==> config.mk <==
export PLATFORM = sky130hd
export DESIGN_NAME = clock_driver_output_control
export DESIGN_NICKNAME = d
export VERILOG_FILES = /design/src/verilog/clkdrv_pkg.sv /design/src/verilog/tri_level_resolve.sv /design/src/verilog/clock_driver_output_control.sv
export SDC_FILE = /design/constraint.sdc
export NUM_CORES = 1
export LEC_CHECK = 0
export BUFFER_PORTS_ARGS = -buffer_cell sky130_fd_sc_hd__buf_4
export CORE_UTILIZATION = 45
export CTS_BUF_LIST = sky130_fd_sc_hd__clkbuf_8 sky130_fd_sc_hd__clkbuf_16
export CTS_CLUSTER_SIZE = 25
export DETAILED_ROUTE_END_ITERATION = 8
export PLACE_DENSITY = 0.66
export SLEW_MARGIN = 0
export SYNTH_ARGS = -nofsm -noshare
export SYNTH_HDL_FRONTEND = slang
export SYNTH_SLANG_ARGS = --single-unit
==> constraint.sdc <==
create_clock -name clk_in -period 8.9 [get_ports clk_in]
set_input_delay 1.335 -clock clk_in [delete_from_list [all_inputs] [get_ports clk_in]]
set_output_delay 1.335 -clock clk_in [all_outputs]
set_load 0.02 [all_outputs]
==> src/verilog/clkdrv_pkg.sv <==
// Shared constants and types for the clock driver output control block
// Function
// - Reference select low picks A, high B
// - Bank stop control high halts bank synchronously
// - Gated stop holds levels set by edge select
// - Tri-state stop floats both bank outputs
// - Outputs follow falling or rising reference edge
// - Undriven edge select reads as high
// - Bypass passes selected reference straight to outputs
// - Sleep disables inputs and stops all switching
// - Gated sleep holds all outputs by edge select
// - Tri-state sleep floats all bank and feedback outputs
// - Input standard: high 2.5V, mid 1.8V, low differential
// - Three three-level pins pick each bank setting
// - Two three-level pins pick feedback divide
// - VCO range select chooses oscillator circuit
// - Undriven three-level input reads as mid
`default_nettype none
package clkdrv_pkg;
  // Bank count and APB geometry
  localparam int NUM_BANKS = 5;
  localparam int ADDR_W    = 8;
  localparam int DATA_W    = 32;

  // Register byte offsets
  localparam logic [ADDR_W-1:0] CTRL_OFS      = 8'h00;
  localparam logic [ADDR_W-1:0] STATUS_OFS    = 8'h04;
  localparam logic [ADDR_W-1:0] BANK_SKEW_OFS = 8'h08;
  localparam logic [ADDR_W-1:0] FB_CFG_OFS    = 8'h0c;

  // Control field positions
  localparam int CTRL_REF_SEL_BIT = 0;
  localparam int CTRL_STYLE_BIT   = 1;
  localparam int CTRL_EDGE_BIT    = 2;
  localparam int CTRL_BYPASS_BIT  = 3;
  localparam int CTRL_SLEEP_N_BIT = 4;
  localparam int CTRL_VCO_BIT     = 5;
  localparam int CTRL_STOP_LSB    = 8;

  // Status and feedback config field positions
  localparam int STAT_RUN_LSB   = 0;
  localparam int STAT_FB_RUN    = 5;
  localparam int STAT_ASLEEP    = 6;
  localparam int STAT_REF_SEL   = 7;
  localparam int STAT_STD_LSB   = 8;
  localparam int STAT_VCO_BIT   = 10;
  localparam int FB_SKEW_LSB    = 0;
  localparam int FB_DIV_LSB     = 6;
  localparam int FB_OUTSTD_LSB  = 10;

  // Reset values: edge select reads high when nobody drives it
  localparam logic CTRL_EDGE_RST    = 1'b1;
  localparam logic CTRL_SLEEP_N_RST = 1'b1;

  // Resolved three-level pin state
  typedef enum logic [1:0] {TRI_LOW = 2'h0, TRI_MID = 2'h1, TRI_HIGH = 2'h2} tri_t;

  // Decoded input standard
  typedef enum logic [1:0] {STD_DIFF = 2'h0, STD_SE_1V8 = 2'h1, STD_SE_2V5 = 2'h2} in_std_t;

  // Software control word
  typedef struct packed {
    logic [NUM_BANKS-1:0] bank_stop_n;
    logic                 vco_range_select;
    logic                 sleep_n;
    logic                 loop_bypass;
    logic                 edge_polarity_select;
    logic                 stop_style_select;
    logic                 ref_source_select;
  } ctrl_t;

  // APB request from the master
  typedef struct packed {
    logic              psel;
    logic              penable;
    logic              pwrite;
    logic [ADDR_W-1:0] paddr;
    logic [DATA_W-1:0] pwdata;
  } apb_req_t;

  // APB answer to the master
  typedef struct packed {
    logic              pready;
    logic              pslverr;
    logic [DATA_W-1:0] prdata;
  } apb_rsp_t;
endpackage
`default_nettype wire

==> src/verilog/tri_level_resolve.sv <==
// Synchroniser and resolver for a group of three-level pins
`timescale 1ns/1ps
`default_nettype none
module tri_level_resolve #(
  parameter int N = 2
) (
  // Clock, reset, enable
  input  wire logic                    clk_in,
  input  wire logic                    sys_rst_in,
  input  wire logic                    ce_in,
  // Pin level and undriven flag per pin
  input  wire logic [N-1:0]            level_in,
  input  wire logic [N-1:0]            float_in,
  // Resolved state per pin
  output var  clkdrv_pkg::tri_t [N-1:0] state_out
);
  import clkdrv_pkg::*;

  logic [N-1:0] lvl_meta;   // First stage, read only by second
  logic [N-1:0] lvl_sync;   // Second stage
  logic [N-1:0] flt_meta;   // First stage, read only by second
  logic [N-1:0] flt_sync;   // Second stage

  // Two-flop synchronisers for the pin pairs
  always_ff @(posedge clk_in or posedge sys_rst_in) begin
    if (sys_rst_in) begin
      lvl_meta <= '0;
      lvl_sync <= '0;
      flt_meta <= '1;
      flt_sync <= '1;
    end else if (ce_in) begin
      lvl_meta <= level_in;
      lvl_sync <= lvl_meta;
      flt_meta <= float_in;
      flt_sync <= flt_meta;
    end
  end

  // Exactly one of three states per pin; undriven wins over level
  always_ff @(posedge clk_in or posedge sys_rst_in) begin
    if (sys_rst_in) begin
      for (int i = 0; i < N; i++) begin
        state_out[i] <= TRI_MID;
      end
    end else if (ce_in) begin
      for (int i = 0; i < N; i++) begin
        if (flt_sync[i]) begin
          state_out[i] <= TRI_MID;
        end else if (lvl_sync[i]) begin
          state_out[i] <= TRI_HIGH;
        end else begin
          state_out[i] <= TRI_LOW;
        end
      end
    end
  end
endmodule
`default_nettype wire

==> src/verilog/clock_driver_output_control.sv <==
// Output gating, stop, sleep and mode decode of the clock driver
//
// Implementation choices: the APB register port and the placing of the registers.
`timescale 1ns/1ps
`default_nettype none
module clock_driver_output_control (
  // Clock, reset, enable
  input  wire logic                                   clk_in,
  input  wire logic                                   sys_rst_in,
  input  wire logic                                   ce_in,
  // APB slave
  input  wire clkdrv_pkg::apb_req_t                   apb_req_in,
  output var  clkdrv_pkg::apb_rsp_t                   apb_rsp_out,
  // Reference clock pins
  input  wire logic                                   ref_clock_a_in,
  input  wire logic                                   ref_clock_b_in,
  // Three-level pins: level and undriven flag
  input  wire logic                                   input_standard_select_in,
  input  wire logic                                   input_standard_float_in,
  input  wire logic                                   output_standard_select_in,
  input  wire logic                                   output_standard_float_in,
  input  wire logic [3*clkdrv_pkg::NUM_BANKS-1:0]     bank_skew_select_in,
  input  wire logic [3*clkdrv_pkg::NUM_BANKS-1:0]     bank_skew_float_in,
  input  wire logic [2:0]                             feedback_skew_select_in,
  input  wire logic [2:0]                             feedback_skew_float_in,
  input  wire logic [1:0]                             feedback_divide_select_in,
  input  wire logic [1:0]                             feedback_divide_float_in,
  // Bank clock pins with output enables
  output logic [clkdrv_pkg::NUM_BANKS-1:0]            bank_clk_out,
  output logic [clkdrv_pkg::NUM_BANKS-1:0]            bank_clk_n_out,
  output logic [clkdrv_pkg::NUM_BANKS-1:0]            bank_oe_out,
  // Feedback clock pins with output enable
  output logic                                        feedback_clk_out,
  output logic                                        feedback_clk_n_out,
  output logic                                        feedback_oe_out,
  // Decoded static modes for the analog side
  output var  clkdrv_pkg::in_std_t                    input_standard_out,
  output var  clkdrv_pkg::tri_t [1:0]                 feedback_divide_out,
  output logic                                        vco_range_out,
  output logic                                        pll_bypass_out
);
  import clkdrv_pkg::*;

  ctrl_t                   ctrl;        // Software control word
  logic [1:0]              ref_meta;    // First sync stage, A and B
  logic [1:0]              ref_sync;    // Second sync stage
  logic [1:0]              ref_prev;    // Delayed copy for edge finding
  logic                    ref_cur;     // Selected reference, now
  logic                    ref_old;     // Selected reference, one cycle ago
  logic                    sel_edge;    // Selected edge seen this cycle
  logic                    asleep;      // Sleep in force
  logic [NUM_BANKS-1:0]    run;         // Bank running after sync stop
  logic                    src_lvl;     // Level driven by running banks
  logic                    hold_true;   // Gated level of true outputs
  logic [NUM_BANKS-1:0]    next_true;
  logic [NUM_BANKS-1:0]    next_comp;
  logic [NUM_BANKS-1:0]    next_oe;
  logic                    next_fb_true;
  logic                    next_fb_comp;
  logic                    next_fb_oe;
  tri_t [1:0]              std_tri;     // Input and output standard pins
  tri_t [3*NUM_BANKS-1:0]  bank_tri;    // Bank setting pins
  tri_t [2:0]              fb_tri;      // Feedback setting pins
  tri_t [1:0]              div_tri;     // Feedback divide pins
  logic                    apb_setup;   // Setup phase of a new transfer
  logic                    apb_wr;      // Write completes this edge
  logic [DATA_W-1:0]       rd_word;     // Read mux result
  logic                    rd_ok;       // Address is mapped

  // Three-level pin groups
  tri_level_resolve #(.N(2)) u_std (
    .clk_in    (clk_in),
    .sys_rst_in(sys_rst_in),
    .ce_in     (ce_in),
    .level_in  ({output_standard_select_in, input_standard_select_in}),
    .float_in  ({output_standard_float_in, input_standard_float_in}),
    .state_out (std_tri)
  );
  tri_level_resolve #(.N(3*NUM_BANKS)) u_bank (
    .clk_in    (clk_in),
    .sys_rst_in(sys_rst_in),
    .ce_in     (ce_in),
    .level_in  (bank_skew_select_in),
    .float_in  (bank_skew_float_in),
    .state_out (bank_tri)
  );
  tri_level_resolve #(.N(3)) u_fb (
    .clk_in    (clk_in),
    .sys_rst_in(sys_rst_in),
    .ce_in     (ce_in),
    .level_in  (feedback_skew_select_in),
    .float_in  (feedback_skew_float_in),
    .state_out (fb_tri)
  );
  tri_level_resolve #(.N(2)) u_div (
    .clk_in    (clk_in),
    .sys_rst_in(sys_rst_in),
    .ce_in     (ce_in),
    .level_in  (feedback_divide_select_in),
    .float_in  (feedback_divide_float_in),
    .state_out (div_tri)
  );

  // Reference pins cross into our clock through two flops
  always_ff @(posedge clk_in or posedge sys_rst_in) begin
    if (sys_rst_in) begin
      ref_meta <= '0;
      ref_sync <= '0;
      ref_prev <= '0;
    end else if (ce_in && !asleep) begin
      // Inputs disabled in sleep: the pins are not even sampled
      ref_meta <= {ref_clock_b_in, ref_clock_a_in};
      ref_sync <= ref_meta;
      ref_prev <= ref_sync;
    end
  end

  // Source pick and edge finding on the synchronised copy
  always_comb begin
    ref_cur  = ctrl.ref_source_select ? ref_sync[1] : ref_sync[0];
    ref_old  = ctrl.ref_source_select ? ref_prev[1] : ref_prev[0];
    // Rising edge when edge select high, falling when low
    if (ctrl.edge_polarity_select) begin
      sel_edge = ref_cur && !ref_old;
    end else begin
      sel_edge = !ref_cur && ref_old;
    end
    if (asleep) begin
      sel_edge = 1'b0;
    end
  end

  // Sleep follows its control bit one cycle later
  always_ff @(posedge clk_in or posedge sys_rst_in) begin
    if (sys_rst_in) begin
      asleep <= 1'b0;
    end else if (ce_in) begin
      asleep <= !ctrl.sleep_n;
    end
  end

  // Bank stop is taken only on a selected reference edge, on the same clock edge as the pins follow that edge; the pins show it one cycle later
  always_ff @(posedge clk_in or posedge sys_rst_in) begin
    if (sys_rst_in) begin
      run <= '1;
    end else if (ce_in && sel_edge) begin
      run <= ~ctrl.bank_stop_n;
    end
  end

  // Next pin values for every bank and the feedback pair
  always_comb begin
    // Bypass hands the reference through untouched
    if (ctrl.loop_bypass) begin
      src_lvl = ref_cur;
    end else begin
      // Output rise lines up with the selected reference edge
      src_lvl = ctrl.edge_polarity_select ? ref_cur : !ref_cur;
    end
    hold_true = !ctrl.edge_polarity_select;
    for (int b = 0; b < NUM_BANKS; b++) begin
      // Sleep is checked first and so beats the bank stop
      if (asleep || !run[b]) begin
        next_oe[b]   = ctrl.stop_style_select;
        next_true[b] = ctrl.stop_style_select ? hold_true : 1'b0;
        next_comp[b] = ctrl.stop_style_select ? !hold_true : 1'b0;
      end else begin
        next_oe[b]   = 1'b1;
        next_true[b] = src_lvl;
        next_comp[b] = !src_lvl;
      end
    end
    // Feedback pair has no stop of its own, only sleep
    if (asleep) begin
      next_fb_oe   = ctrl.stop_style_select;
      next_fb_true = ctrl.stop_style_select ? hold_true : 1'b0;
      next_fb_comp = ctrl.stop_style_select ? !hold_true : 1'b0;
    end else begin
      next_fb_oe   = 1'b1;
      next_fb_true = src_lvl;
      next_fb_comp = !src_lvl;
    end
  end

  // Pin flops; everything starts floating and low
  always_ff @(posedge clk_in or posedge sys_rst_in) begin
    if (sys_rst_in) begin
      bank_clk_out       <= '0;
      bank_clk_n_out     <= '0;
      bank_oe_out        <= '0;
      feedback_clk_out   <= 1'b0;
      feedback_clk_n_out <= 1'b0;
      feedback_oe_out    <= 1'b0;
    end else if (ce_in) begin
      bank_clk_out       <= next_true;
      bank_clk_n_out     <= next_comp;
      bank_oe_out        <= next_oe;
      feedback_clk_out   <= next_fb_true;
      feedback_clk_n_out <= next_fb_comp;
      feedback_oe_out    <= next_fb_oe;
    end
  end

  // Static mode decode toward the analog side
  always_ff @(posedge clk_in or posedge sys_rst_in) begin
    if (sys_rst_in) begin
      input_standard_out  <= STD_SE_1V8;
      feedback_divide_out[0] <= TRI_MID;
      feedback_divide_out[1] <= TRI_MID;
      vco_range_out       <= 1'b0;
      pll_bypass_out      <= 1'b0;
    end else if (ce_in) begin
      case (std_tri[0])
        TRI_HIGH: input_standard_out <= STD_SE_2V5;
        TRI_MID:  input_standard_out <= STD_SE_1V8;
        default:  input_standard_out <= STD_DIFF;
      endcase
      feedback_divide_out <= div_tri;
      vco_range_out       <= ctrl.vco_range_select;
      pll_bypass_out      <= ctrl.loop_bypass;
    end
  end

  // APB phase decode; answer comes one cycle after setup
  assign apb_setup = apb_req_in.psel && !apb_req_in.penable && !apb_rsp_out.pready;
  assign apb_wr    = apb_req_in.psel && apb_req_in.penable && apb_rsp_out.pready
                     && apb_req_in.pwrite;

  // Read mux; setting pins appear as resolved codes, two bits per pin
  always_comb begin
    rd_word = '0;
    rd_ok   = 1'b1;
    case (apb_req_in.paddr)
      CTRL_OFS: begin
        rd_word[CTRL_REF_SEL_BIT] = ctrl.ref_source_select;
        rd_word[CTRL_STYLE_BIT]   = ctrl.stop_style_select;
        rd_word[CTRL_EDGE_BIT]    = ctrl.edge_polarity_select;
        rd_word[CTRL_BYPASS_BIT]  = ctrl.loop_bypass;
        rd_word[CTRL_SLEEP_N_BIT] = ctrl.sleep_n;
        rd_word[CTRL_VCO_BIT]     = ctrl.vco_range_select;
        rd_word[CTRL_STOP_LSB +: NUM_BANKS] = ctrl.bank_stop_n;
      end
      STATUS_OFS: begin
        rd_word[STAT_RUN_LSB +: NUM_BANKS] = run & ~{NUM_BANKS{asleep}};
        rd_word[STAT_FB_RUN]               = !asleep;
        rd_word[STAT_ASLEEP]               = asleep;
        rd_word[STAT_REF_SEL]              = ctrl.ref_source_select;
        rd_word[STAT_STD_LSB +: 2]         = input_standard_out;
        rd_word[STAT_VCO_BIT]              = vco_range_out;
      end
      BANK_SKEW_OFS: begin
        rd_word[6*NUM_BANKS-1:0] = bank_tri;
      end
      FB_CFG_OFS: begin
        rd_word[FB_SKEW_LSB +: 6]   = fb_tri;
        rd_word[FB_DIV_LSB +: 4]    = div_tri;
        rd_word[FB_OUTSTD_LSB +: 2] = std_tri[1];
      end
      default: begin
        rd_ok = 1'b0;
      end
    endcase
  end

  // Answer flops: zero wait states, error on unmapped address
  always_ff @(posedge clk_in or posedge sys_rst_in) begin
    if (sys_rst_in) begin
      apb_rsp_out <= '0;
    end else if (ce_in) begin
      apb_rsp_out.pready <= apb_setup;
      if (apb_setup) begin
        apb_rsp_out.pslverr <= !rd_ok;
        apb_rsp_out.prdata  <= apb_req_in.pwrite ? '0 : rd_word;
      end
    end
  end

  // Control register; only the control word is writable
  always_ff @(posedge clk_in or posedge sys_rst_in) begin
    if (sys_rst_in) begin
      ctrl                      <= '0;
      ctrl.edge_polarity_select <= CTRL_EDGE_RST;
      ctrl.sleep_n              <= CTRL_SLEEP_N_RST;
    end else if (ce_in && apb_wr && apb_req_in.paddr == CTRL_OFS) begin
      ctrl.ref_source_select    <= apb_req_in.pwdata[CTRL_REF_SEL_BIT];
      ctrl.stop_style_select    <= apb_req_in.pwdata[CTRL_STYLE_BIT];
      ctrl.edge_polarity_select <= apb_req_in.pwdata[CTRL_EDGE_BIT];
      ctrl.loop_bypass          <= apb_req_in.pwdata[CTRL_BYPASS_BIT];
      ctrl.sleep_n              <= apb_req_in.pwdata[CTRL_SLEEP_N_BIT];
      ctrl.vco_range_select     <= apb_req_in.pwdata[CTRL_VCO_BIT];
      ctrl.bank_stop_n          <= apb_req_in.pwdata[CTRL_STOP_LSB +: NUM_BANKS];
    end
  end
endmodule
`default_nettype wire

==> Word-level counts from Yosys, hierarchy flattened <==
Cells that the tools add are included.
{ "totals": {"elab_cells": 184, "ff_bits": 215, "latchBits": 0, "rom_bits": 0, "mem_count": 0, "ramBits": 0, "out_inout_bits": 60} }
{ "op_classes": {"reduce_logical": 33, "muxes": 79, "n_lt_le_gt_ge": 0, "n_eq_ne": 5, "n_addsub": 0, "shift": 0, "div_mod_pow": 0, "mul": 0, "bitwise_logic": 3} }
{ "ops": {"columns": ["op", "n"], "rows": [
  ["$mux W2", 44],
  ["$mux W30", 1],
  ["$mux W1", 27],
  ["$pmux W6 S4", 1],
  ["$mux W17", 1],
  ["$eq A8 B4 Y1 const B", 2],
  ["$logic_not A1 Y1", 14],
  ["$pmux W3 S4", 1],
  ["$logic_and A1 B1 Y1", 11],
  ["$not A5 Y5", 2],
  ["$eq A8 B3 Y1 const B", 1],
  ["$logic_not A8 Y1", 1],
  ["$pmux W2 S3", 1],
  ["$and A5 B5 Y5", 1],
  ["$logic_or A1 B1 Y1", 5],
  ["$pmux W2 S2", 1],
  ["$reduce_or A4 Y1", 1],
  ["$pmux W1 S3", 1],
  ["$eq A2 B1 Y1 const B", 1],
  ["$eq A2 B2 Y1 const B", 1],
  ["$pmux W1 S2", 1],
  ["$reduce_and A2 Y1", 1]
]} }

==> Depth between registers and ports, before layout <==
Gate-level depths: netlist of the first run.
{ "depth": {"depth_word": 6, "depth_mapped": 7, "depth_no_buf": 4} }

==> Cells and area by module <==
From an unflattened synthesis of the first run, not the netlist that was laid out.
{ "hier_totals": {"cells_unflattened": 635, "hier_area_um2": 8976.1} }
{ "modules_own_cells": {"columns": ["module", "n_inst", "cells_each", "area_each_um2", "seq_area_each_um2"], "rows": [
  ["clock_driver_output_control", 1, 307, 3636.0, 2039.5],
  ["tri_level_resolve (u_bank)", 1, 223, 3601.0, 2308.5],
  ["tri_level_resolve (u_div ...)", 2, 30, 490.5, 307.8],
  ["tri_level_resolve (u_fb)", 1, 45, 758.2, 461.7]
]} }

==> Least setup slack after synthesis of the first run <==
No wires, ideal clock.
{ "synth_timing": {"path_kind": "input to register", "from": "in ce_in", "to": "reg apb_rsp_out[13] in the netlist's numbering", "setup_ns": 0.121, "required_ns": 8.779, "path_stages": 7, "path_buffers": 3, "setup_slack_ns": 6.319, "t_arrival_ns": 2.460, "path_cell_list": "buf_4 > and4bb_4 > and4b_4 > and3b_1 > buf_4 > buf_6 > a22o_1"} }
{ "synth_via": {"elab_chain_len": 1} }
{ "synth_rtl": {"columns": ["element", "line_no", "rtl"], "rows": [
  ["from (decl)", "clock_driver_output_control.sv:10", "input wire logic ce_in,"],
  ["$reduce_and A2 Y1 (no source line)", null, null],
  ["to (decl)", "clock_driver_output_control.sv:13", "output var clkdrv_pkg::apb_rsp_t apb_rsp_out,"]
]} }
Every way passes these cells.
A chain may end at the register's enable or synchronous reset.

==> Worst setup path after layout of the first run <==
{ "layout_timing": {"from": "in ce_in", "to": "reg apb_rsp_out[17] in the netlist's numbering"} }
Same word-level chain as after synthesis.

==> key figures, run 1 <==
Setup path
  • Worst path top cell family by delay: simple AND/OR/NAND/NOR gates
  • R2R cell count: 4
  • CP max stage delay: approximately 0.75 ns
  • CP startpoint kind: primary input
  • CP max FO: approximately 110
  • Worst EP arrival: ~3.7 ns
  • Worst Setup Path Type: primary input to flip-flop
  • Reg-to-Reg Start: apb_rsp_out[33]
  • CP endpoint kind: flip-flop
  • Worst EP required: about 9.3 ns
  • Critical Path Slowest Stage Cell: and3b_1
  • R2r endpoint: apb_rsp_out[17]
  • Crit-path cells: buf_6, and4bb_4, and4b_4, and3b_1, a22o_1
  • Worst path bufs/invs: 1
  • Reg2Reg Setup Slack: between 6 and 7 ns

STA
  • Achievable frequency: between 300 and 400 MHz
  • Slew Limit Headroom: 32.6%
  • Fin. Hold Viols: 0
  • Final worst-path cycle share: 37.0%
  • Post-route setup TNS: 0 ns
  • Pins Over Slew Limit: 0
  • Max Clock Skew: ~0.024 ns
  • Tmin final: about 3.3 ns
  • Setup violations, final: 0
  • Slew at the pin closest to its max-slew limit: ~1.0 ns
  • RSZ-0062 raised after global routing: no

Finish
  • Diodes inserted: 0
  • # fillers: 1548
  • Footprint of the multi-input gates: between 2000 and 3000 µm²
  • Core Util, Final: a little under three fifths
  • Sequential cell area: roughly 5400 µm²
  • Area growth syn-to-layout: 20.9%
  • Nets: between 800 and 900
  • Fraction of layout cells with a size suffix above 1: between 50% and 60%

Floorplan
  • Initial Util: between 40% and 50%
  • Width of the die: 141 µm
  • Die area: a little under 20000 µm²
  • Row count: 50
  • Die H: 141 µm
  • Core area: 18800 µm²
  • Ports: ~150

Job
  • Max cap viols: 0

Global routing
  • M3 GR Usage: between 4 and 5%
  • Vias in the first global route: 5330
  • GR Layer Usage met2: a little over a quarter
  • First-pass GRT wire length: 28.1 mm
  • Total global routing overflow: 0
  • Grt met1 use: around a quarter
  • Layer with the highest usage: met2
  • Initial antenna violation count: 0
  • Tot GR Track Use: between 15 and 20%
  • Pin count of the biggest net entering global routing: 132

Clock tree
  • Root Buffer: clkbuf_16
  • CTS H-tree lvls: 1
  • Skew-Pair Late Insertion Delay: a little over 0.5 ns
  • CTS tree: built
  • Clock Pin Slew Worst Setup and Hold Paths: 0.06 ns
  • Setup Buffers After CTS: 0
  • CTS Hold Bufs: 0
  • CTS Buffer Depth: 3
  • CTS Buf Count: 23
  • CTS resizes: 0
  • # clock sinks: 213

Drt
  • Vias per cell: about 5.3
  • WL per Instance: roughly 17 µm
  • Drt total wl: roughly 17 mm
  • Via count: 5202
  • Initial DRC Count: between 200 and 250
  • DRT Pass-1 Iters: 4
  • Antenna viol nets, final: 0
  • DR DRC count: 0

Power and ir drop
  • Leak Pwr: 4.80 nW
  • Power Density: ~220 nW/µm²
  • Worst VDD drop: 0.121 mV
  • Final Total Pwr: ~2.3 mW

Logic synthesis
  • Synth warn: 0
  • Avg Synthesized Cell Area: between 10 and 15 µm²
  • Post-synthesis sequential area ratio: a little over three fifths
  • Yosys reg bits: about 210
  • Synthesized area: roughly 8700 µm²
  • Number of distinct library cells after synthesis: 37
  • Synth Instances: 619

Hold path
  • Hold Crit Class: flip-flop to flip-flop
  • Hold wc startpoint: u_std.state_out[1]
  • Hold EP: input_standard_out[0]
  • Hold depth: 1

Outcome
  • Status: complete, no violations

Place
  • GPL Wtd Cong: ~0.86
  • Port Buffers: 128
  • Dpl hpwl: around 11 mm
[cells by family after synthesis]
group / share of synthesized area [%]
multiplexers: 20.7
AO/OA/AOI/OAI: 6.77
buffers and inverters: 3.99
XOR/XNOR: 0.101
AND/OR/NAND/NOR: 5.68
flip-flops: 62.7
other: 0.0433
[where the power goes]
group,leakage [nW],total (mW),internal [mW],switching [mW]
combinational,1.86,0.224,0.124,0.101
clock,0.396,0.897,0.530,0.367
sequential,2.55,1.16,1.10,0.0585
[registers in the layout (all words and copies together), names as in the netlist, 6 cells and up]
signal and count:
u_fb.state_out 6, u_bank.lvl_meta 15, u_bank.state_out 30, u_bank.flt_meta 15
ctrl 11, u_bank.lvl_sync 15, u_bank.flt_sync 15, apb_rsp_out 32
[worst register-to-register path, delay by kind of cell (launching register included)]
kind,cells,cell delay [ns]
compound gates,1,0.25
flops,1,0.42
simple gates,3,1.45
[area by class of cell]
class                           instances  area share, %
Inverter                               38           1.44
Timing Repair Buffer                  131           9.44
Multi-Input combinational cell        328           27.6
Tap cell                              234           2.80
Sequential cell                       213           51.9
Clock inverter                         15          0.873
Clock buffer                           27           6.03
[synthesized netlist by cell type]
cell type  instances  area, µm²
nor4_2             1       12.5
and4_1             1       8.76
dfrtp_1          137       3430
and4bb_4           1       16.3
nand3b_1          18        135
and4b_4            1       13.8
dfstp_2           76       2000
o22a_1             1       8.76
nand2_1           22       82.6
buf_2             21        105
o41ai_1            1       8.76
a22o_1            31        272
inv_1             38        143
o21ai_0           25        125
a31oi_1           10       62.6
mux2_2           130       1460
and3b_1            1       8.76
buf_4              4       30.0
a21oi_1            7       35.0
mux4_2             9        203
clkbuf_1          10       37.5
nand2b_1           6       37.5
conb_1             1       3.75
nand4_1            1       6.26
mux2_1             4       45.0
o22ai_1            9       56.3
xnor2_1            1       8.76
buf_6              1       11.3
mux2i_1            8       80.1
and2_1             2       12.5
o211a_1            1       10.0
or3b_1             1       8.76
buf_1              5       18.8
a22oi_1            1       7.51
nor2_1            17       63.8
nor2b_1            4       25.0
nand3_1           12       60.1
[how the worst max path moves through the flow]
stage	from	end	cells after the start
after floorplan	sys_rst_in	apb_rsp_out[0]	1
after global placement	ce_in	apb_rsp_out[26]	5
after detailed placement	ce_in	apb_rsp_out[24]	5
after CTS	ce_in	apb_rsp_out[17]	5
after global routing	ce_in	feedback_oe_out	4
final	ce_in	apb_rsp_out[17]	5
[routing by layer]
metal | wire, µm | part of all wire (%)
met1 | 7800 | 45
met2 | 7740 | 45
met3 | 1180 | 6.9
met4 | 431 | 2.5
met5 | 0 | 0
[through the flow]
step / cells / instance area [µm²] / setup slack (ns) / hold slack (ns)
after floorplan: 620 / 8660 / 1.87 / 0.404
after detailed placement: 944 / 9740 / 5.06 / 0.445
after CTS: 986 / 10500 / 5.59 / 0.455
after global placement: 944 / 9740 / 5.13 / 0.445
final: 986 / 10500 / 5.61 / 0.447
after global routing: 986 / 10500 / 5.44 / 0.488
[cells in the final DEF (no fill, tap or decap), types with 2 or more instances in the layout]
cell / synthesis / routed
nand3b_1: 18 / 18
nand2_1: 22 / 22
clkbuf_16: 0 / 23
a21oi_1: 7 / 7
nor2_1: 17 / 17
dfstp_2: 76 / 76
mux2i_1: 8 / 8
clkbuf_8: 0 / 4
mux2_1: 4 / 4
nand2b_1: 6 / 6
mux4_2: 9 / 9
a31oi_1: 10 / 10
nor2b_1: 4 / 4
a22o_1: 31 / 31
inv_1: 38 / 47
o22ai_1: 9 / 9
buf_4: 4 / 130
clkinv_2: 0 / 3
mux2_2: 130 / 130
o21ai_0: 25 / 25
conb_1: 1 / 2
and2_1: 2 / 2
dfrtp_1: 137 / 137
nand3_1: 12 / 12
Note: power is estimated with default switching activity, not from simulation.
==> inputs of run 2 (changes only) <==
--- a/config.mk
+++ b/config.mk
@@ -10,7 +10,7 @@
 export CTS_BUF_LIST = sky130_fd_sc_hd__clkbuf_8 sky130_fd_sc_hd__clkbuf_16
 export CTS_CLUSTER_SIZE = 25
 export DETAILED_ROUTE_END_ITERATION = 8
-export PLACE_DENSITY = 0.66
+export PLACE_DENSITY = 0.69
 export SLEW_MARGIN = 0
 export SYNTH_ARGS = -nofsm -noshare
 export SYNTH_HDL_FRONTEND = slang
==> constraint.sdc (replaced) <==
create_clock -name clk_in -period 3 [get_ports clk_in]
set_input_delay 0.45 -clock clk_in [delete_from_list [all_inputs] [get_ports clk_in]]
set_output_delay 0.45 -clock clk_in [all_outputs]
set_load 0.02 [all_outputs]
==> run 2 against run 1 <==
Sequential share of layout area is 0.66 points lower. First-iteration DRC count increased by 15%. Clock skew fell by 0.012 ns. Via count grew 2.0%. Count of clock-buffer cells in the layout is 2 higher. Total power rose to 3.1 times the previous value. Clock power rose to 3.2 times the previous value. Largest cell class unchanged. Sequential power grew to 3.0 times the previous value.
==> key figures, run 2 (synthesized netlist as in run 1, its figures left out) <==
Outcome
  • Status: complete, no violations

STA
  • Tmin final: 1.84 ns
  • Slew Limit Headroom: 40.1% (+7.4 points)
  • Pins Over Slew Limit: 0 (unchanged)
  • Achievable frequency: about 540 MHz
  • Fin. Hold Viols: 0 (unchanged)
  • Final worst-path cycle share: 61.2%
  • RSZ-0062 raised after global routing: no
  • Setup violations, final: 0 (unchanged)
  • Max Clock Skew: 0.0113 ns (-0.0122 ns)
  • Slew at the pin closest to its max-slew limit: 0.899 ns (-0.112 ns)

Clock tree
  • CTS tree: built
  • Clock Pin Slew Worst Setup and Hold Paths: 0.06 ns (about the same)
  • CTS H-tree lvls: 1 (unchanged)
  • Skew-Pair Late Insertion Delay: 0.50 ns (about the same)
  • CTS resizes: 0 (unchanged)
  • CTS Hold Bufs: 0 (unchanged)
  • Root Buffer: clkbuf_16
  • CTS Buf Count: 23 (unchanged)
  • CTS Buffer Depth: 3 (unchanged)
  • # clock sinks: 213 (unchanged)
  • Setup Buffers After CTS: 0 (unchanged)

Global routing
  • First-pass GRT wire length: 29.2 mm (+3.9%)
  • Grt met1 use: 25.2% (+0.45 points)
  • Tot GR Track Use: 18.6% (+0.83 points)
  • Layer with the highest usage: met2
  • Initial antenna violation count: 0 (unchanged)
  • Pin count of the biggest net entering global routing: 116 (-12%)
  • Total global routing overflow: 0 (unchanged)
  • M3 GR Usage: 4.79% (+0.24 points)
  • GR Layer Usage met2: 29.6% (+2.3 points)
  • Vias in the first global route: 5475 (+2.7%)

Floorplan
  • Width of the die: 141 µm (unchanged)
  • Die H: 141 µm (unchanged)
  • Die area: 19800 µm² (unchanged)
  • Ports: 152 (unchanged)
  • Initial Util: 46.1% (unchanged)
  • Core area: 18800 µm² (unchanged)
  • Row count: 50 (unchanged)

Place
  • Placed Instance Area: 9820 µm² (+0.81%)
  • Port Buffers: 128 (unchanged)
  • GPL Wtd Cong: 0.880 (+2.3%)
  • Dpl hpwl: 12.1 mm (+6.7%)

Finish
  • Area growth syn-to-layout: 22.5%
  • Finished Cell Area: 10600 µm² (+1.3%)
  • Most frequent cells in the layout: 137 x dfrtp_1, 133 x buf_4, 130 x mux2_2, 76 x dfstp_2, 41 x inv_1
  • Max FFs per register: 32 (unchanged)
  • # fillers: 1504 (-2.8%)
  • Biggest regs: apb_rsp_out x32, u_bank.state_out x30
  • Reg with most FFs: apb_rsp_out
  • Diodes inserted: 0 (unchanged)
  • Nets: 833 (+0.73%)
  • Fraction of layout cells with a size suffix above 1: 52.0% (+1.2 points)
  • Commonest non-fill, non-tap cell in the layout: dfrtp_1

Drt
  • WL per Instance: 18.0 µm (+3.6%)
  • Vias per cell: 5.35 (+1.4%)
  • DRT Pass-1 Iters: 5 (+1)
  • Antenna viol nets, final: 0 (unchanged)
  • DR DRC count: 0 (unchanged)
  • Via count: 5307 (+2.0%)
  • Drt total wl: 17.9 mm (+4.2%)
  • Initial DRC Count: 245 (+15%)

Setup path
  • Reg-to-Reg Start: apb_rsp_out[33]
  • CP max FO: 17 (-85%)
  • CP startpoint kind: flip-flop
  • Worst EP arrival: 2.28 ns (-1.44 ns)
  • R2r endpoint: apb_rsp_out[21]
  • Worst EP required: 3.44 ns (-5.89 ns)
  • Worst Setup Path Type: flip-flop to flip-flop
  • Reg2Reg Setup Slack: 1.16 ns (-5.55 ns)
  • CP endpoint kind: flip-flop
  • Setup crit end: apb_rsp_out[21]
  • Setup crit start: apb_rsp_out[33]
  • R2R cell count: 5 (+1)

Power and ir drop
  • Power Density: 658 nW/µm² (+200%)
  • Final Total Pwr: 6.97 mW (+210%)
  • Worst VDD drop: 0.395 mV (+230%)
  • Leak Pwr: 4.84 nW (+0.88%)

Job
  • Max cap viols: 0 (unchanged)

Hold path
  • Hold Crit Class: primary input to async pin
-- run 2: cell types whose count changed in the layout (fill, tap and decap cells not counted) --
cell / delta
clkinvlp_4: +2
buf_12: +3
bufinv_16: +1
inv_1: -6
inv_8: -1
clkinv_4: +1
clkbuf_8: +2
clkinv_2: +1
buf_4: +3
-- run 2: per-layer routing --
metal  vias up  part of all wire [%]
met1      2677                    44
met3        34                   7.5
met2       172                    47
li1       2424                     -
met5         -                     0
met4         0                   2.3
-- run 2: stage by stage --
step                hold slack [ns]  setup slack (ns)  util (%)  instances  TNS [ns]
detailed placement            0.438             0.655      52.3        950         0
CTS                          0.0144              1.15      56.5        992         0
global route                 0.0387             0.981      56.5        992         0
floorplan                     0.404            -0.158         -        620    -21.66
global placement              0.435             0.721      52.3        950         0
finish                       0.0146              1.16      56.5        992         0
-- run 2: worst min path at each step --
stage | depth (start not counted) | end | start
floorplan | 1 | run[2] | ctrl[8]
global placement | 1 | run[3] | ctrl[9]
detailed placement | 1 | run[3] | ctrl[9]
CTS | 2 | feedback_clk_out | sys_rst_in
global route | 2 | feedback_clk_out | sys_rst_in
finish | 2 | feedback_clk_out | sys_rst_in
-- run 2: layout make-up --
cell class	instances	area [µm²]	share of cell area (%)
sequential	213	5430	51.2
multi-input combinational	328	2890	27.2
timing repair buffer	137	1070	10.1
clock buffer	29	658	6.21
tap	234	293	2.76
inverter	38	146	1.38
clock inverter	13	120	1.13
-- run 2: report_power, final --
group | leakage [nW] | total (mW) | switching (mW) | internal [mW]
Sequential | 2.55 | 3.45 | 0.178 | 3.27
Clock | 0.401 | 2.85 | 1.12 | 1.72
Combinational | 1.89 | 0.680 | 0.305 | 0.376
Total | 4.84 | 6.97 | 1.61 | 5.37
-- run 2: worst max-delay path, stage by stage (launching register included) --
cell and delay, ns:
dfrtp_1 0.43, and4bb_4 0.33, and4b_4 0.38, and3b_1 0.20
buf_4 0.26, a22o_1 0.17
==> inputs of run 3 (changes only) <==
--- a/config.mk
+++ b/config.mk
@@ -10,7 +10,7 @@
 export CTS_BUF_LIST = sky130_fd_sc_hd__clkbuf_8 sky130_fd_sc_hd__clkbuf_16
 export CTS_CLUSTER_SIZE = 25
 export DETAILED_ROUTE_END_ITERATION = 8
-export PLACE_DENSITY = 0.69
+export PLACE_DENSITY = 0.66
 export SLEW_MARGIN = 0
 export SYNTH_ARGS = -nofsm -noshare
 export SYNTH_HDL_FRONTEND = slang
==> constraint.sdc (replaced) <==
create_clock -name clk_in -period 1.8 [get_ports clk_in]
set_input_delay 0.27 -clock clk_in [delete_from_list [all_inputs] [get_ports clk_in]]
set_output_delay 0.27 -clock clk_in [all_outputs]
set_load 0.02 [all_outputs]
==> run 3 against run 2 <==
Global-route usage is 1.0 points higher. Critical path depth fell by 1. First-iteration DRC count down 33%. Count of clock-buffer cells in the layout unchanged. Utilization is 4.9 points higher. Non-clock buffer count grew 75. Combinational power grew 88%. Worst hold slack better by 0.0049 ns. Setup slack got worse by 1.0 ns. Sequential power rose by 67%. Via count up 4.5%. Critical path type unchanged. Highest routed layer unchanged.
==> key figures, run 3 (synthesized netlist as in run 1, its figures left out) <==
STA
  • Fin. Hold Viols: 0 (unchanged)
  • Setup violations, final: 0 (unchanged)
  • Slew at the pin closest to its max-slew limit: 0.768 ns (-0.131 ns)
  • Pins Over Slew Limit: 0 (unchanged)
  • Post-route setup TNS: 0 ns (unchanged)
  • Max Clock Skew: 0.0161 ns (+0.00479 ns)
  • Achievable frequency: 611 MHz (+12%)
  • Tmin final: 1.64 ns (-0.200 ns)
  • RSZ-0062 raised after global routing: no
  • Slew Limit Headroom: 48.7% (+8.6 points)
  • Final worst-path cycle share: 90.9% (+30 points)

Drt
  • Initial DRC Count: 164 (-33%)
  • Drt total wl: 18.7 mm (+4.5%)
  • DR DRC count: 0 (unchanged)
  • Vias per cell: 5.19 (-3.0%)
  • DRT Pass-1 Iters: 4 (-1)
  • Antenna viol nets, final: 0 (unchanged)
  • WL per Instance: 17.5 µm (-3.0%)
  • Via count: 5546 (+4.5%)

Finish
  • Commonest non-fill, non-tap cell in the layout: buf_4
  • Area growth syn-to-layout: 33.2%
  • Max FFs per register: 32 (unchanged)
  • Sequential cell area: 5430 µm² (unchanged)
  • Most frequent cells in the layout: 142 x buf_4, 137 x dfrtp_1, 130 x mux2_2, 76 x dfstp_2, 57 x dlygate4sd3_1
  • Diodes inserted: 0 (unchanged)
  • # fillers: 1492 (-0.80%)
  • Footprint of the multi-input gates: 2890 µm² (unchanged)
  • Fraction of layout cells with a size suffix above 1: 49.9% (-2.0 points)
  • Nets: 909 (+9.1%)
  • Biggest regs: apb_rsp_out x32, u_bank.state_out x30
  • Reg with most FFs: apb_rsp_out
  • Core Util, Final: 61.4% (+4.9 points)

Clock tree
  • CTS H-tree lvls: 1 (unchanged)
  • CTS Buffer Depth: 3 (unchanged)
  • CTS resizes: 0 (unchanged)
  • CTS tree: built
  • Root Buffer: clkbuf_16
  • Skew-Pair Late Insertion Delay: 0.52 ns (+0.02 ns)
  • # clock sinks: 213 (unchanged)
  • CTS Buf Count: 24 (+4.3%)
  • Clock Pin Slew Worst Setup and Hold Paths: 0.06 ns (about the same)

Floorplan
  • Ports: 152 (unchanged)
  • Die area: 19800 µm² (unchanged)
  • Core area: 18800 µm² (unchanged)
  • Row count: 50 (unchanged)
  • Die H: 141 µm (unchanged)
  • Width of the die: 141 µm (unchanged)
  • Initial Util: 46.1% (unchanged)

Setup path
  • Setup crit end: apb_rsp_out[0]
  • Worst EP arrival: 2.03 ns (-0.25 ns)
  • Reg-to-Reg Start: asleep
  • CP endpoint kind: flip-flop
  • R2r endpoint: apb_rsp_out[0]
  • Worst EP required: 2.19 ns (-1.25 ns)
  • Reg2Reg Setup Slack: 0.16 ns (-1.00 ns)
  • R2R cell count: 4 (-1)
  • Worst Setup Path Type: flip-flop to flip-flop
  • CP max FO: 10 (-7)
  • CP startpoint kind: flip-flop
  • Setup crit start: asleep

Power and ir drop
  • Switching Power: 2.78 mW (+73%)
  • Internal power: 9.56 mW (+78%)
  • Sequential power share: 46.6% (-2.8 points)
  • Clk pwr share: 43.0% (+2.2 points)
  • Sw frac: 22.5% (-0.52 points)
  • Leak Pwr: 5.25 nW (+8.4%)
  • Comb power frac: 10.4% (+0.6 points)
  • Worst VDD drop: 0.896 mV (+130%)
  • Power Density: 1070 nW/µm² (+63%)

Global routing
  • Tot GR Track Use: 19.7% (+1.0 points)
  • First-pass GRT wire length: 31.1 mm (+6.5%)
  • Pin count of the biggest net entering global routing: 67 (-42%)
  • Total global routing overflow: 0 (unchanged)
  • Vias in the first global route: 5951 (+8.7%)
  • Initial antenna violation count: 0 (unchanged)

Place
  • Port Buffers: 128 (unchanged)
  • GPL Wtd Cong: 0.831 (-5.6%)
  • Dpl hpwl: 12.5 mm (+3.5%)

Job
  • Max cap viols: 0 (unchanged)

Outcome
  • Status: complete, no violations

Hold path
  • Hold Crit Class: primary input to flip-flop
  • Hold wc startpoint: feedback_divide_float_in[1]
-- run 3: layer usage --
| metal | track usage, % | share of wire [%] | vias to the layer above |
|---|---|---|---|
| li1 | - | - | 2585 |
| met3 | 3.91 | 5.2 | 29 |
| met4 | 5.26 | 2.2 | 0 |
| met2 | 32.4 | 48 | 142 |
| met5 | 0 | 0 | - |
| met1 | 26.8 | 44 | 2790 |
-- run 3: worst max-delay path, cell delays in order, from the launching register on --
cell	delay, ns
dfrtp_1	0.53
nand2b_1	0.27
inv_1	0.07
mux4_2	0.45
a22o_1	0.21
-- run 3: final cells by class --
class | count | share of cell area [%]
multi-input combinational | 328 | 25.0
inverter | 38 | 1.27
tap | 234 | 2.54
clock inverter | 15 | 1.88
clock buffer | 29 | 5.81
sequential | 213 | 47.1
timing repair buffer | 212 | 16.4
-- run 3: worst min-delay path by stage --
stage | endpoint | slack [ns] | depth (start not counted)
6_report | u_div.flt_meta[1] | 0.02 | 2
5_1_grt | ctrl[4] | 0.02 | 2
4_1_cts | ctrl[4] | 0.005 | 2
3_5_place_dp | bank_clk_n_out[0] | 0.45 | 2
3_3_place_gp | bank_clk_n_out[0] | 0.44 | 2
2_1_floorplan | apb_rsp_out[11] | 0.37 | 1
-- run 3: what timing repair did --
action,4_1_cts,5_1_grt
hold endpoints to repair,59,0
hold buffers,57,0
buffers inserted,0,0
setup endpoints to repair,0,0
-- run 3: power by group through the flow --
| stage | Sequential, mW | Clock [mW] | Combinational, mW |
|---|---|---|---|
| finish | 5.75 | 5.31 | 1.28 |
| global route | 5.82 | 5.65 | 1.41 |
| CTS | 5.75 | 5.45 | 1.30 |
| detailed placement | 5.83 | 0 | 1.19 |
| global placement | 5.79 | 0 | 1.15 |
| floorplan | 5.78 | 0 | 0.736 |
-- run 3: through the flow --
stage / setup WS [ns] / power, mW / hold WS [ns] / area (µm²) / std cells
after floorplan: -1.18 / 6.51 / 0.370 / 8660 / 620
after global placement: 0.145 / 6.94 / 0.440 / 10100 / 968
after detailed placement: 0.0781 / 7.02 / 0.452 / 10100 / 968
after CTS: 0.171 / 12.5 / 0.00519 / 11500 / 1069
after global routing: 0.0951 / 12.9 / 0.0182 / 11500 / 1069
final: 0.163 / 12.3 / 0.0195 / 11500 / 1069
